--- src/hw/xbp_pkg.sv ---
// Package of the external bus and port 1 pin block.
// Assumes one core clock at 20 MHz and a synchronous active-high reset.
package xbp_pkg;

   // ********************************************************
   // Widths and reset levels
   // ********************************************************
   localparam int XBP_PORT_W = 8;
   localparam logic [7:0] XBP_PORT_RST = 8'hFF;
   localparam logic [7:0] XBP_AD_RST = 8'hFF;

   // ********************************************************
   // Port 1 bit positions of alternate functions
   // ********************************************************
   localparam int XBP_BIT_T2 = 0;
   localparam int XBP_BIT_TIMER2_CAPTURE_RELOAD_TRIGGER = 1;
   localparam int XBP_BIT_IRQ_B = 4;
   localparam int XBP_BIT_IRQ_C = 5;
   localparam int XBP_BIT_IRQ_D = 6;
   localparam int XBP_BIT_IRQ_E = 7;

   // ********************************************************
   // Timing: strong high pulse after a zero-to-one write
   // ********************************************************
   localparam int XBP_CLK_HZ = 20000000;
   localparam int XBP_BOOST_NS = 50;
   localparam int XBP_BOOST_CYC_RAW =
      (XBP_BOOST_NS * (XBP_CLK_HZ / 1000000) + 999) / 1000;
   localparam int XBP_BOOST_CYC =
      (XBP_BOOST_CYC_RAW < 1) ? 1 : XBP_BOOST_CYC_RAW;

   // ********************************************************
   // Bus cycle kinds and phases
   // ********************************************************
   typedef enum logic [1:0] {
      XBP_CYC_CODE,
      XBP_CYC_DRD,
      XBP_CYC_DWR
   } xbp_kind_e;

   typedef enum logic [1:0] {
      XBP_PH_IDLE,
      XBP_PH_ADDR,
      XBP_PH_DATA
   } xbp_phase_e;

   // Bus request from the core
   typedef struct packed {
      logic start;
      xbp_kind_e kind;
      logic [7:0] addr_lo;
      logic [7:0] wdata;
      logic data_end;
   } xbp_bus_req_s;

   // Pin drive of one port 1 bit group
   typedef struct packed {
      logic [7:0] pull_down;
      logic [7:0] strong_up;
      logic [7:0] weak_up;
   } xbp_port_drv_s;

   // Decoded alternate inputs of port 1
   typedef struct packed {
      logic timer2_ext_io;
      logic timer2_capture_reload_trigger;
      logic ext_irq_b_rising;
      logic ext_irq_c_falling;
      logic ext_irq_d_rising;
      logic ext_irq_e_falling;
   } xbp_alt_s;

endpackage

--- src/hw/xbp_edge_det.sv ---
// Edge detector for one external interrupt pin.
// Assumes the pin is already synchronous to ref_clk.
`timescale 1ns/1ps
module xbp_edge_det #(
   parameter bit RISING = 1'b1
) (
   input wire logic ref_clk,
   input wire logic reset,
   input wire logic pin,
   output logic edge_pulse
);

   typedef struct packed {
      logic prev;
      logic pulse;
   } xbp_edge_st_s;

   xbp_edge_st_s st_r;
   xbp_edge_st_s st_nxt;

   // Rising or falling compare against the last sample
   always_comb begin
      st_nxt.prev = pin;
      st_nxt.pulse = RISING ? (pin && !st_r.prev) : (!pin && st_r.prev);
   end

   // Previous sample resets high for both edge senses
   always_ff @(posedge ref_clk) begin
      if (reset) begin
         st_r <= '{prev: 1'b1, pulse: 1'b0};
      end else begin
         st_r <= st_nxt;
      end
   end

   assign edge_pulse = st_r.pulse;

endmodule // xbp_edge_det

--- src/hw/xbp_pins.sv ---
// Pin logic of the multiplexed external bus and general-purpose port 1.
// Assumes the core issues bus cycles as requests and writes port bits
// as one-cycle strobes, all synchronous to ref_clk (20 MHz).
//
// Overview of operation
// - Program strobe low enables external ROM fetches
// - Program strobe high on data access, reset
// - Address strobe marks low address byte capture
// - Address strobe forced high during reset
// - Low address driven while address strobe high
// - Lines become bidirectional data after strobe falls
// - Multiplexed lines unwritable by software, high at reset
// - Port bits reset high on weak pull-up
// - Written zero enables strong pull-down until one
// - Zero-to-one write gives brief strong high drive
// - Bits 0,1 give timer 2 io, trigger
// - Bits 2,3 are plain port pins only
// - Bits 4,6 interrupts on rising edge
// - Bits 5,7 interrupts on falling edge
//
// Bus cycle, clock by clock once a request is taken:
//   address phase: address strobe high, low address byte driven
//   data phase: strobe low, write data driven or lines released
//   data phase ends on the core's end flag; reads return then
// Only a code fetch lowers the program strobe, so a data cycle can
// never enable the program store by mistake.
// Port 1: a one rests on the weak pull-up only, so an outside driver
// can pull the pin low and the bit doubles as an input.
// Limitation: cycle length and strobe stretch are set by the core
// through the end flag; this block adds no wait states of its own.
`timescale 1ns/1ps
module xbp_pins #(
   parameter int PORT_W = 8
) (
   input wire logic ref_clk,
   input wire logic reset,
   // Bus request from the core
   input wire xbp_pkg::xbp_bus_req_s bus_req,
   output logic bus_busy,
   output logic [7:0] bus_rdata,
   output logic bus_rvalid,
   // External bus pins
   output logic program_store_strobe_n,
   output logic addr_latch_strobe,
   input wire logic [7:0] mux_addr_data_lines_in,
   output logic [7:0] mux_addr_data_lines_out,
   output logic [7:0] mux_addr_data_lines_oe_n,
   // Port 1 software writes
   input wire logic [PORT_W-1:0] port_wr_stb,
   input wire logic [PORT_W-1:0] port_wr_val,
   output logic [PORT_W-1:0] port_latch,
   // Port 1 pins, split into input and drive controls
   input wire logic [PORT_W-1:0] gp_port_bits_in,
   output xbp_pkg::xbp_port_drv_s gp_port_drv,
   // Alternate functions
   input wire logic timer2_out,
   input wire logic timer2_out_en,
   output xbp_pkg::xbp_alt_s alt_in,
   output logic [3:0] ext_irq_pulse
);

   // ********************************************************
   // State
   // ********************************************************
   typedef struct packed {
      xbp_pkg::xbp_phase_e phase;
      xbp_pkg::xbp_kind_e kind;
      logic pss_n;
      logic ale;
      logic [7:0] ad_out;
      logic [7:0] ad_oe_n;
      logic [7:0] rdata;
      logic rvalid;
      xbp_pkg::xbp_port_drv_s drv;
      xbp_pkg::xbp_alt_s alt;
      logic [3:0] irq;
      logic [PORT_W-1:0] latch;
      logic busy;
   } xbp_st_s;

   xbp_st_s st_r;
   xbp_st_s st_nxt;

   logic [PORT_W-1:0] bit_latch;
   logic [PORT_W-1:0] bit_pd;
   logic [PORT_W-1:0] bit_su;
   logic [PORT_W-1:0] bit_wu;
   logic [3:0] irq_edge;

   // Drive of a bit, or-ing the timer 2 output into bit 0
   function automatic logic [PORT_W-1:0] add_t2(
      input logic [PORT_W-1:0] v,
      input logic set);
      logic [PORT_W-1:0] r;
      r = v;
      r[xbp_pkg::XBP_BIT_T2] = v[xbp_pkg::XBP_BIT_T2] | set;
      return r;
   endfunction

   // True for a data write, the only cycle that drives data out
   function automatic logic is_write(input xbp_pkg::xbp_kind_e k);
      return k == xbp_pkg::XBP_CYC_DWR;
   endfunction

   // ********************************************************
   // Port 1 bits
   // ********************************************************
   // Alternate use of each bit, all sharing one pin driver:
   //   bit 0: timer 2 external input, or output when enabled
   //   bit 1: timer 2 capture or reload trigger input
   //   bits 2, 3: plain port pins
   //   bits 4, 6: interrupts on a rising edge
   //   bits 5, 7: interrupts on a falling edge
   // Inputs are read from the pin, not the latch, so a bit used as
   // an input must first be written with a one.
   genvar gi;
   generate
      for (gi = 0; gi < PORT_W; gi++) begin : g_bit
         // Bits 2 and 3 have nothing else attached
         xbp_port_bit u_bit (
            .ref_clk(ref_clk),
            .reset(reset),
            .wr_stb(port_wr_stb[gi]),
            .wr_val(port_wr_val[gi]),
            .latch_q(bit_latch[gi]),
            .pull_down(bit_pd[gi]),
            .strong_up(bit_su[gi]),
            .weak_up(bit_wu[gi])
         );
      end
   endgenerate

   // ********************************************************
   // External interrupt edge detectors
   // ********************************************************
   // A pulse lasts one cycle and trails the pin edge by two clocks:
   // one in the detector, one in the output register
   xbp_edge_det #(.RISING(1'b1)) u_irq_b (
      .ref_clk(ref_clk),
      .reset(reset),
      .pin(gp_port_bits_in[xbp_pkg::XBP_BIT_IRQ_B]),
      .edge_pulse(irq_edge[0])
   );
   xbp_edge_det #(.RISING(1'b0)) u_irq_c (
      .ref_clk(ref_clk),
      .reset(reset),
      .pin(gp_port_bits_in[xbp_pkg::XBP_BIT_IRQ_C]),
      .edge_pulse(irq_edge[1])
   );
   xbp_edge_det #(.RISING(1'b1)) u_irq_d (
      .ref_clk(ref_clk),
      .reset(reset),
      .pin(gp_port_bits_in[xbp_pkg::XBP_BIT_IRQ_D]),
      .edge_pulse(irq_edge[2])
   );
   xbp_edge_det #(.RISING(1'b0)) u_irq_e (
      .ref_clk(ref_clk),
      .reset(reset),
      .pin(gp_port_bits_in[xbp_pkg::XBP_BIT_IRQ_E]),
      .edge_pulse(irq_edge[3])
   );

   // ********************************************************
   // Bus sequencer and pin mapping
   // ********************************************************
   always_comb begin
      st_nxt = st_r;
      st_nxt.rvalid = 1'b0;
      // Port drive is registered once more so outputs leave flops
      st_nxt.latch = bit_latch;
      st_nxt.drv.pull_down = bit_pd;
      // Timer 2 may drive bit 0 high when its latch holds a one
      st_nxt.drv.strong_up = add_t2(bit_su,
         timer2_out_en & timer2_out & bit_latch[xbp_pkg::XBP_BIT_T2]);
      st_nxt.drv.weak_up = bit_wu;
      if (timer2_out_en && !timer2_out) begin
         st_nxt.drv.pull_down[xbp_pkg::XBP_BIT_T2] = 1'b1;
      end
      // Alternate inputs are seen through the pins
      st_nxt.alt.timer2_ext_io =
         gp_port_bits_in[xbp_pkg::XBP_BIT_T2];
      st_nxt.alt.timer2_capture_reload_trigger =
         gp_port_bits_in[xbp_pkg::XBP_BIT_TIMER2_CAPTURE_RELOAD_TRIGGER];
      st_nxt.alt.ext_irq_b_rising =
         gp_port_bits_in[xbp_pkg::XBP_BIT_IRQ_B];
      st_nxt.alt.ext_irq_c_falling =
         gp_port_bits_in[xbp_pkg::XBP_BIT_IRQ_C];
      st_nxt.alt.ext_irq_d_rising =
         gp_port_bits_in[xbp_pkg::XBP_BIT_IRQ_D];
      st_nxt.alt.ext_irq_e_falling =
         gp_port_bits_in[xbp_pkg::XBP_BIT_IRQ_E];
      st_nxt.irq = irq_edge;

      case (st_r.phase)
         xbp_pkg::XBP_PH_IDLE: begin
            // Idle bus: strobe off, lines float high on outside pull-ups
            st_nxt.pss_n = 1'b1;
            st_nxt.ale = 1'b0;
            st_nxt.ad_oe_n = 8'hFF;
            if (bus_req.start) begin
               st_nxt.phase = xbp_pkg::XBP_PH_ADDR;
               st_nxt.kind = bus_req.kind;
               st_nxt.ale = 1'b1;
               st_nxt.ad_out = bus_req.addr_lo;
               st_nxt.ad_oe_n = 8'h00;
               st_nxt.pss_n = 1'b1;
            end
         end
         xbp_pkg::XBP_PH_ADDR: begin
            // Strobe falls and the address leaves the lines at the same edge
            st_nxt.phase = xbp_pkg::XBP_PH_DATA;
            st_nxt.ale = 1'b0;
            if (is_write(st_r.kind)) begin
               st_nxt.ad_out = bus_req.wdata;
               st_nxt.ad_oe_n = 8'h00;
            end else begin
               st_nxt.ad_oe_n = 8'hFF;
            end
            // Only a code fetch enables the program store
            st_nxt.pss_n =
               (st_r.kind != xbp_pkg::XBP_CYC_CODE);
         end
         xbp_pkg::XBP_PH_DATA: begin
            if (bus_req.data_end) begin
               st_nxt.phase = xbp_pkg::XBP_PH_IDLE;
               st_nxt.pss_n = 1'b1;
               st_nxt.ad_oe_n = 8'hFF;
               if (!is_write(st_r.kind)) begin
                  st_nxt.rdata = mux_addr_data_lines_in;
                  st_nxt.rvalid = 1'b1;
               end
            end
         end
         default: begin
            st_nxt.phase = xbp_pkg::XBP_PH_IDLE;
         end
      endcase
      // Busy kept as a flop so the output has no decode behind it
      st_nxt.busy = (st_nxt.phase != xbp_pkg::XBP_PH_IDLE);
   end

   // Reset forces both strobes high and the lines to their high level
   always_ff @(posedge ref_clk) begin
      if (reset) begin
         st_r <= '0;
         st_r.phase <= xbp_pkg::XBP_PH_IDLE;
         st_r.kind <= xbp_pkg::XBP_CYC_CODE;
         st_r.pss_n <= 1'b1;
         st_r.ale <= 1'b1;
         st_r.ad_out <= xbp_pkg::XBP_AD_RST;
         st_r.ad_oe_n <= 8'h00;
         st_r.drv.weak_up <= xbp_pkg::XBP_PORT_RST;
         st_r.latch <= xbp_pkg::XBP_PORT_RST;
         st_r.alt <= '1;
      end else begin
         st_r <= st_nxt;
      end
   end

   // ********************************************************
   // Outputs, all straight from the state register
   // ********************************************************
   // No software path reaches the multiplexed lines at all
   assign mux_addr_data_lines_out = st_r.ad_out;
   assign mux_addr_data_lines_oe_n = st_r.ad_oe_n;
   assign program_store_strobe_n = st_r.pss_n;
   assign addr_latch_strobe = st_r.ale;

   // Core side of the bus
   assign bus_busy = st_r.busy;
   assign bus_rdata = st_r.rdata;
   assign bus_rvalid = st_r.rvalid;

   // Port 1 drive, latch copy and alternate inputs
   assign gp_port_drv = st_r.drv;
   assign port_latch = st_r.latch;
   assign alt_in = st_r.alt;
   assign ext_irq_pulse = st_r.irq;

endmodule // xbp_pins

--- src/hw/xbp_port_bit.sv ---
// One quasi-bidirectional port 1 bit: latch, pull-down, boost pulse.
// Assumes writes are one-cycle strobes synchronous to ref_clk.
`timescale 1ns/1ps
module xbp_port_bit (
   input wire logic ref_clk,
   input wire logic reset,
   input wire logic wr_stb,
   input wire logic wr_val,
   output logic latch_q,
   output logic pull_down,
   output logic strong_up,
   output logic weak_up
);

   typedef struct packed {
      logic latch;
      logic [7:0] boost;
   } xbp_bit_st_s;

   xbp_bit_st_s st_r;
   xbp_bit_st_s st_nxt;

   // ********************************************************
   // Latch and boost counter
   // ********************************************************
   always_comb begin
      st_nxt = st_r;
      if (st_r.boost != 8'h00) begin
         st_nxt.boost = st_r.boost - 8'h01;
      end
      if (wr_stb) begin
         st_nxt.latch = wr_val;
         if (wr_val && !st_r.latch) begin
            st_nxt.boost = 8'(xbp_pkg::XBP_BOOST_CYC);
         end
         if (!wr_val) begin
            st_nxt.boost = 8'h00;
         end
      end
   end

   // Reset leaves the bit high on its weak pull-up only
   always_ff @(posedge ref_clk) begin
      if (reset) begin
         st_r <= '{latch: 1'b1, boost: 8'h00};
      end else begin
         st_r <= st_nxt;
      end
   end

   assign latch_q = st_r.latch;
   assign pull_down = !st_r.latch;
   assign strong_up = st_r.latch && (st_r.boost != 8'h00);
   assign weak_up = st_r.latch;

endmodule // xbp_port_bit
--- config.mk ---
export PLATFORM = sky130hd
export DESIGN_NAME = xbp_pins
export DESIGN_NICKNAME = d
export VERILOG_FILES = /design/src/hw/xbp_pkg.sv /design/src/hw/xbp_edge_det.sv /design/src/hw/xbp_pins.sv /design/src/hw/xbp_port_bit.sv
export SDC_FILE = /design/constraint.sdc
export NUM_CORES = 1
export LEC_CHECK = 0
export BUFFER_PORTS_ARGS = -buffer_cell sky130_fd_sc_hd__buf_2
export CAP_MARGIN = 10
export CORE_UTILIZATION = 40
export DETAILED_ROUTE_END_ITERATION = 10
export GPL_TIMING_DRIVEN = 0
export PLACE_DENSITY = 0.62
export SLEW_MARGIN = 15
export SYNTH_ARGS = -nofsm -noshare
export SYNTH_HDL_FRONTEND = slang
export SYNTH_SLANG_ARGS = --single-unit
--- constraint.sdc ---
create_clock -name ref_clk -period 3.7 [get_ports ref_clk]
set_input_delay 0.37 -clock ref_clk [delete_from_list [all_inputs] [get_ports ref_clk]]
set_output_delay 0.37 -clock ref_clk [all_outputs]
set_load 0.05 [all_outputs]
==> summary.md <==
| Metric | Value |
|---|---|
| Status | finished with violations |
| Failing checks | design-rule violations |
| Mapped cell area | 0.00610 mm2 |
| Initial Util | around two fifths |
| I/O Buffers | 123 |
| Postcts setup bufs | 0 |
| Critical path data required time | ~4.0 ns |
| Worst-margin pin slew | 0.726 ns |
| # nets final | 893 |
| Unique masters post-synth | 43 |
| Asr flop ratio synth | 0% |
| Share of cells above drive strength 1 | a little under a third |
| Core Rows | 44 |
| GR Overflow Total | 0 |
| Syn-to-layout area delta | 25.6% |
| Core Area | 0.0147 mm2 |
| Ys Warns | 0 |
| Chip Height | ~130 um |
| Post-route DRC | 5 |
| Mapped Nets | 751 |
| Clock tree buffer depth | 2 |
| F_max | between 0.5 and 0.6 GHz |
| CP arrival | 2.24 ns |
| Unrepaired setup endpoints after global routing | no |
| VDD IR-drop max | ~0.35 mV |
| Worst slew margin | around half |
| Leak Pwr | ~3.5 nW |
| Final wirelength | 12,600 um |
| Vias | 4,921 |
| Max-Cap Viols | 0 |
| Clk_lat worst skew | 0.41 ns |
| Post-synth EDFFs | 0 |
| Width of the die | 125 um |
| Routed Antenna Nets | 0 |
| CTS tree | yes |
| Final Hold Vio Count | 0 |
| Post-DP Area | roughly 0.0069 mm2 |
| Sequential area share after synthesis | 44.3% |
| Final setup vio count | 0 |
| Initial antenna violation count | 0 |
| Final Max Tran Viols | 0 |
| Design area | ~0.0077 mm2 |
| DRT iter0 DRCs | a little under 200 |
| Fillers | roughly 1,400 |
| Syn avg cell area | 9.04 um2 |
| Power Density | 898 mW/mm2 |
| GP Congestion | 0.784 |
| Die Area | between 0.015 and 0.02 mm2 |
| Fin crit period | 1.94 ns |
| Maximum fanout along the worst path | 10 |
| Critical path class | flip-flop to flip-flop |
| Clk root buf | clkbuf_16 |
| Clock Skew | 0.00549 ns |
| WL/cell | between 10 and 15 um |
| Diodes inserted | 0 |
| Period Utilization, post-route | 52.4% |
| Synthesized flop and latch total | 135 |
| Via/cell ratio | 4.85 |
| Fin Setup TNS | 0 ns |
| Detailed Place HPWL | roughly 9300 um |
| Critical path startpoint category | flip-flop |
| Flop2flop setup slack | 1.76 ns |
| Hold Path Stages | 2 |
| Htree depth | 4 |
| First drt pass iteration count | 9 |
| CTS Hold Bufs | 0 |
| Io pins | 126 |
| Post-Syn Instances | 675 |
| Pin count of the biggest net entering global routing | 17 |
| HP Class | input pin to flip-flop |
| R2R cell count | 7 |
| First-pass GRT wire length | 21,000 um |
| Total track usage | between 15 and 20% |
| Cts bufs inserted | 17 |
| Post-cts resize count | 0 |
| Number of global-route vias before repair | 4,576 |
| CP Capture Type | flip-flop |
| Clk sinks | between 100 and 150 |
| Main synth FF type | dfxtp_1 |
| CTS clk-pin slew, worst paths | 0.06 ns |
## layout by cell type (no fill, tap or decap), types with 11 or more instances in the layout
master,Yosys,routed
a211oi_1,18,18
a21oi_1,27,27
buf_2,1,124
buf_4,66,66
clkbuf_16,0,17
dfxtp_1,135,135
ha_1,20,20
inv_1,39,39
mux2i_1,26,26
nand2_1,34,34
nand2b_1,17,17
nor2_1,89,89
nor2b_1,16,16
nor3_1,28,28
nor3b_1,11,11
or2_2,14,14
xnor2_1,18,18
## final cells by class
class                           instances  area (um2)  share of cell area, %
Buffer                                 77         538                   7.02
Clock buffer                           19         443                   5.78
Clock inverter                         13         274                   3.58
Inverter                               39         146                   1.91
Multi-Input combinational cell        424        2710                   35.4
Sequential cell                       135        2700                   35.3
Tap cell                              184         230                   3.00
Timing Repair Buffer                  123         616                   8.03
## path summary, 6_finish.rpt
path	startpoint	endpoint
worst min-delay path	gp_port_bits_in[1]	alt_in[4]$_SDFF_PP1_
worst max register to register	st_r[72]$_SDFF_PP0_	mux_addr_data_lines_out[7]$_SDFFE_PP1P_
worst max-delay path	st_r[72]$_SDFF_PP0_	mux_addr_data_lines_out[7]$_SDFFE_PP1P_
worst min register to register	u_irq_d.st_r[1]$_SDFF_PP1_	u_irq_d.edge_pulse$_SDFF_PP0_
## logic make-up after synthesis
group | synth area share [%]
compound gates | 11.1
xor+xnor | 3.02
fa+ha+maj | 4.10
buf+inv | 11.2
flops | 44.3
mux | 4.45
simple gates | 21.8
## worst max-delay path, cell delays in order, from the launching register on
cell and delay [ns]:
dfxtp_1 0.32, inv_1 0.10, ha_1 0.29, mux2_2 0.37
o21ai_2 0.13, buf_2 0.27, nor2_1 0.07, a211o_1 0.26
## per-stage QoR
step	setup slack [ns]	std cells	utilization, %	hold WS (ns)	total power [W]
finish	1.76	1014	52.1	0.140	0.00688
global route	1.58	1014	52.1	0.128	0.00734
CTS	1.75	1014	52.1	0.121	0.00694
detailed placement	1.70	982	47.3	0.417	0.00485
global placement	1.72	982	47.3	0.417	0.00476
floorplan	1.97	675	-	0.398	0.00435
## state kept, by name, indices dropped and copies added, names as in the netlist, 4 cells and up
register,cells
g_bit.u_bit.st_r,64
gp_port_drv,16
bus_rdata,8
g_bit.u_bit.latch_q,8
mux_addr_data_lines_out,8
port_latch,8
ext_irq_pulse,4
st_r,4
## power by group
| part | internal [W] | total, W | switching (W) | leakage, nW |
|---|---|---|---|---|
| Clock | 0.00142 | 0.00204 | 0.000626 | 0.343 |
| Sequential | 0.00181 | 0.00214 | 0.000322 | 1.11 |
| Combinational | 0.00119 | 0.00270 | 0.00151 | 2.07 |
| Total | 0.00442 | 0.00688 | 0.00246 | 3.52 |
## routing by layer
| metal | vias to the layer above | global-route usage (%) | wire length (um) |
|---|---|---|---|
| li1 | 2520 | - | - |
| met1 | 2295 | 20.2 | 5700 |
| met2 | 89 | 28.1 | 6260 |
| met3 | 17 | 3.94 | 458 |
| met4 | 0 | 7.10 | 209 |
| met5 | - | 0 | 0 |
## cells in the mapped netlist, types with 2 or more instances
master    number  area share [%]
a22oi_1        8            0.98
a21boi_0       2            0.25
nand3_1       10            0.82
o31ai_1        3            0.37
a211oi_1      18             2.2
o211ai_1       3            0.37
or4_4          4            0.74
a21o_1         8            0.98
nor2_1        89             5.5
a31oi_1        4            0.41
or4_1          4            0.49
inv_1         39             2.4
o21bai_1      10             1.2
nand2b_1      17             1.7
mux2i_1       26             4.3
or2_2         14             1.4
buf_4         66             8.1
nor3_1        28             2.3
clkbuf_1       9            0.55
nand3b_1       2            0.25
xor2_1         3            0.43
a211o_1        9             1.3
nor2b_1       16             1.6
nor3b_1       11             1.4
o21ai_0        6            0.49
nor2_4         2            0.37
a21oi_1       27             2.2
nor4_1        10             1.0
nor4b_1        3            0.43
and3b_1        3            0.43
dfxtp_1      135              44
ha_1          20             4.1
xnor2_1       18             2.6
nand2_1       34             2.1
or3b_2         6            0.86
No activity file was read; power rests on OpenSTA's default activity.
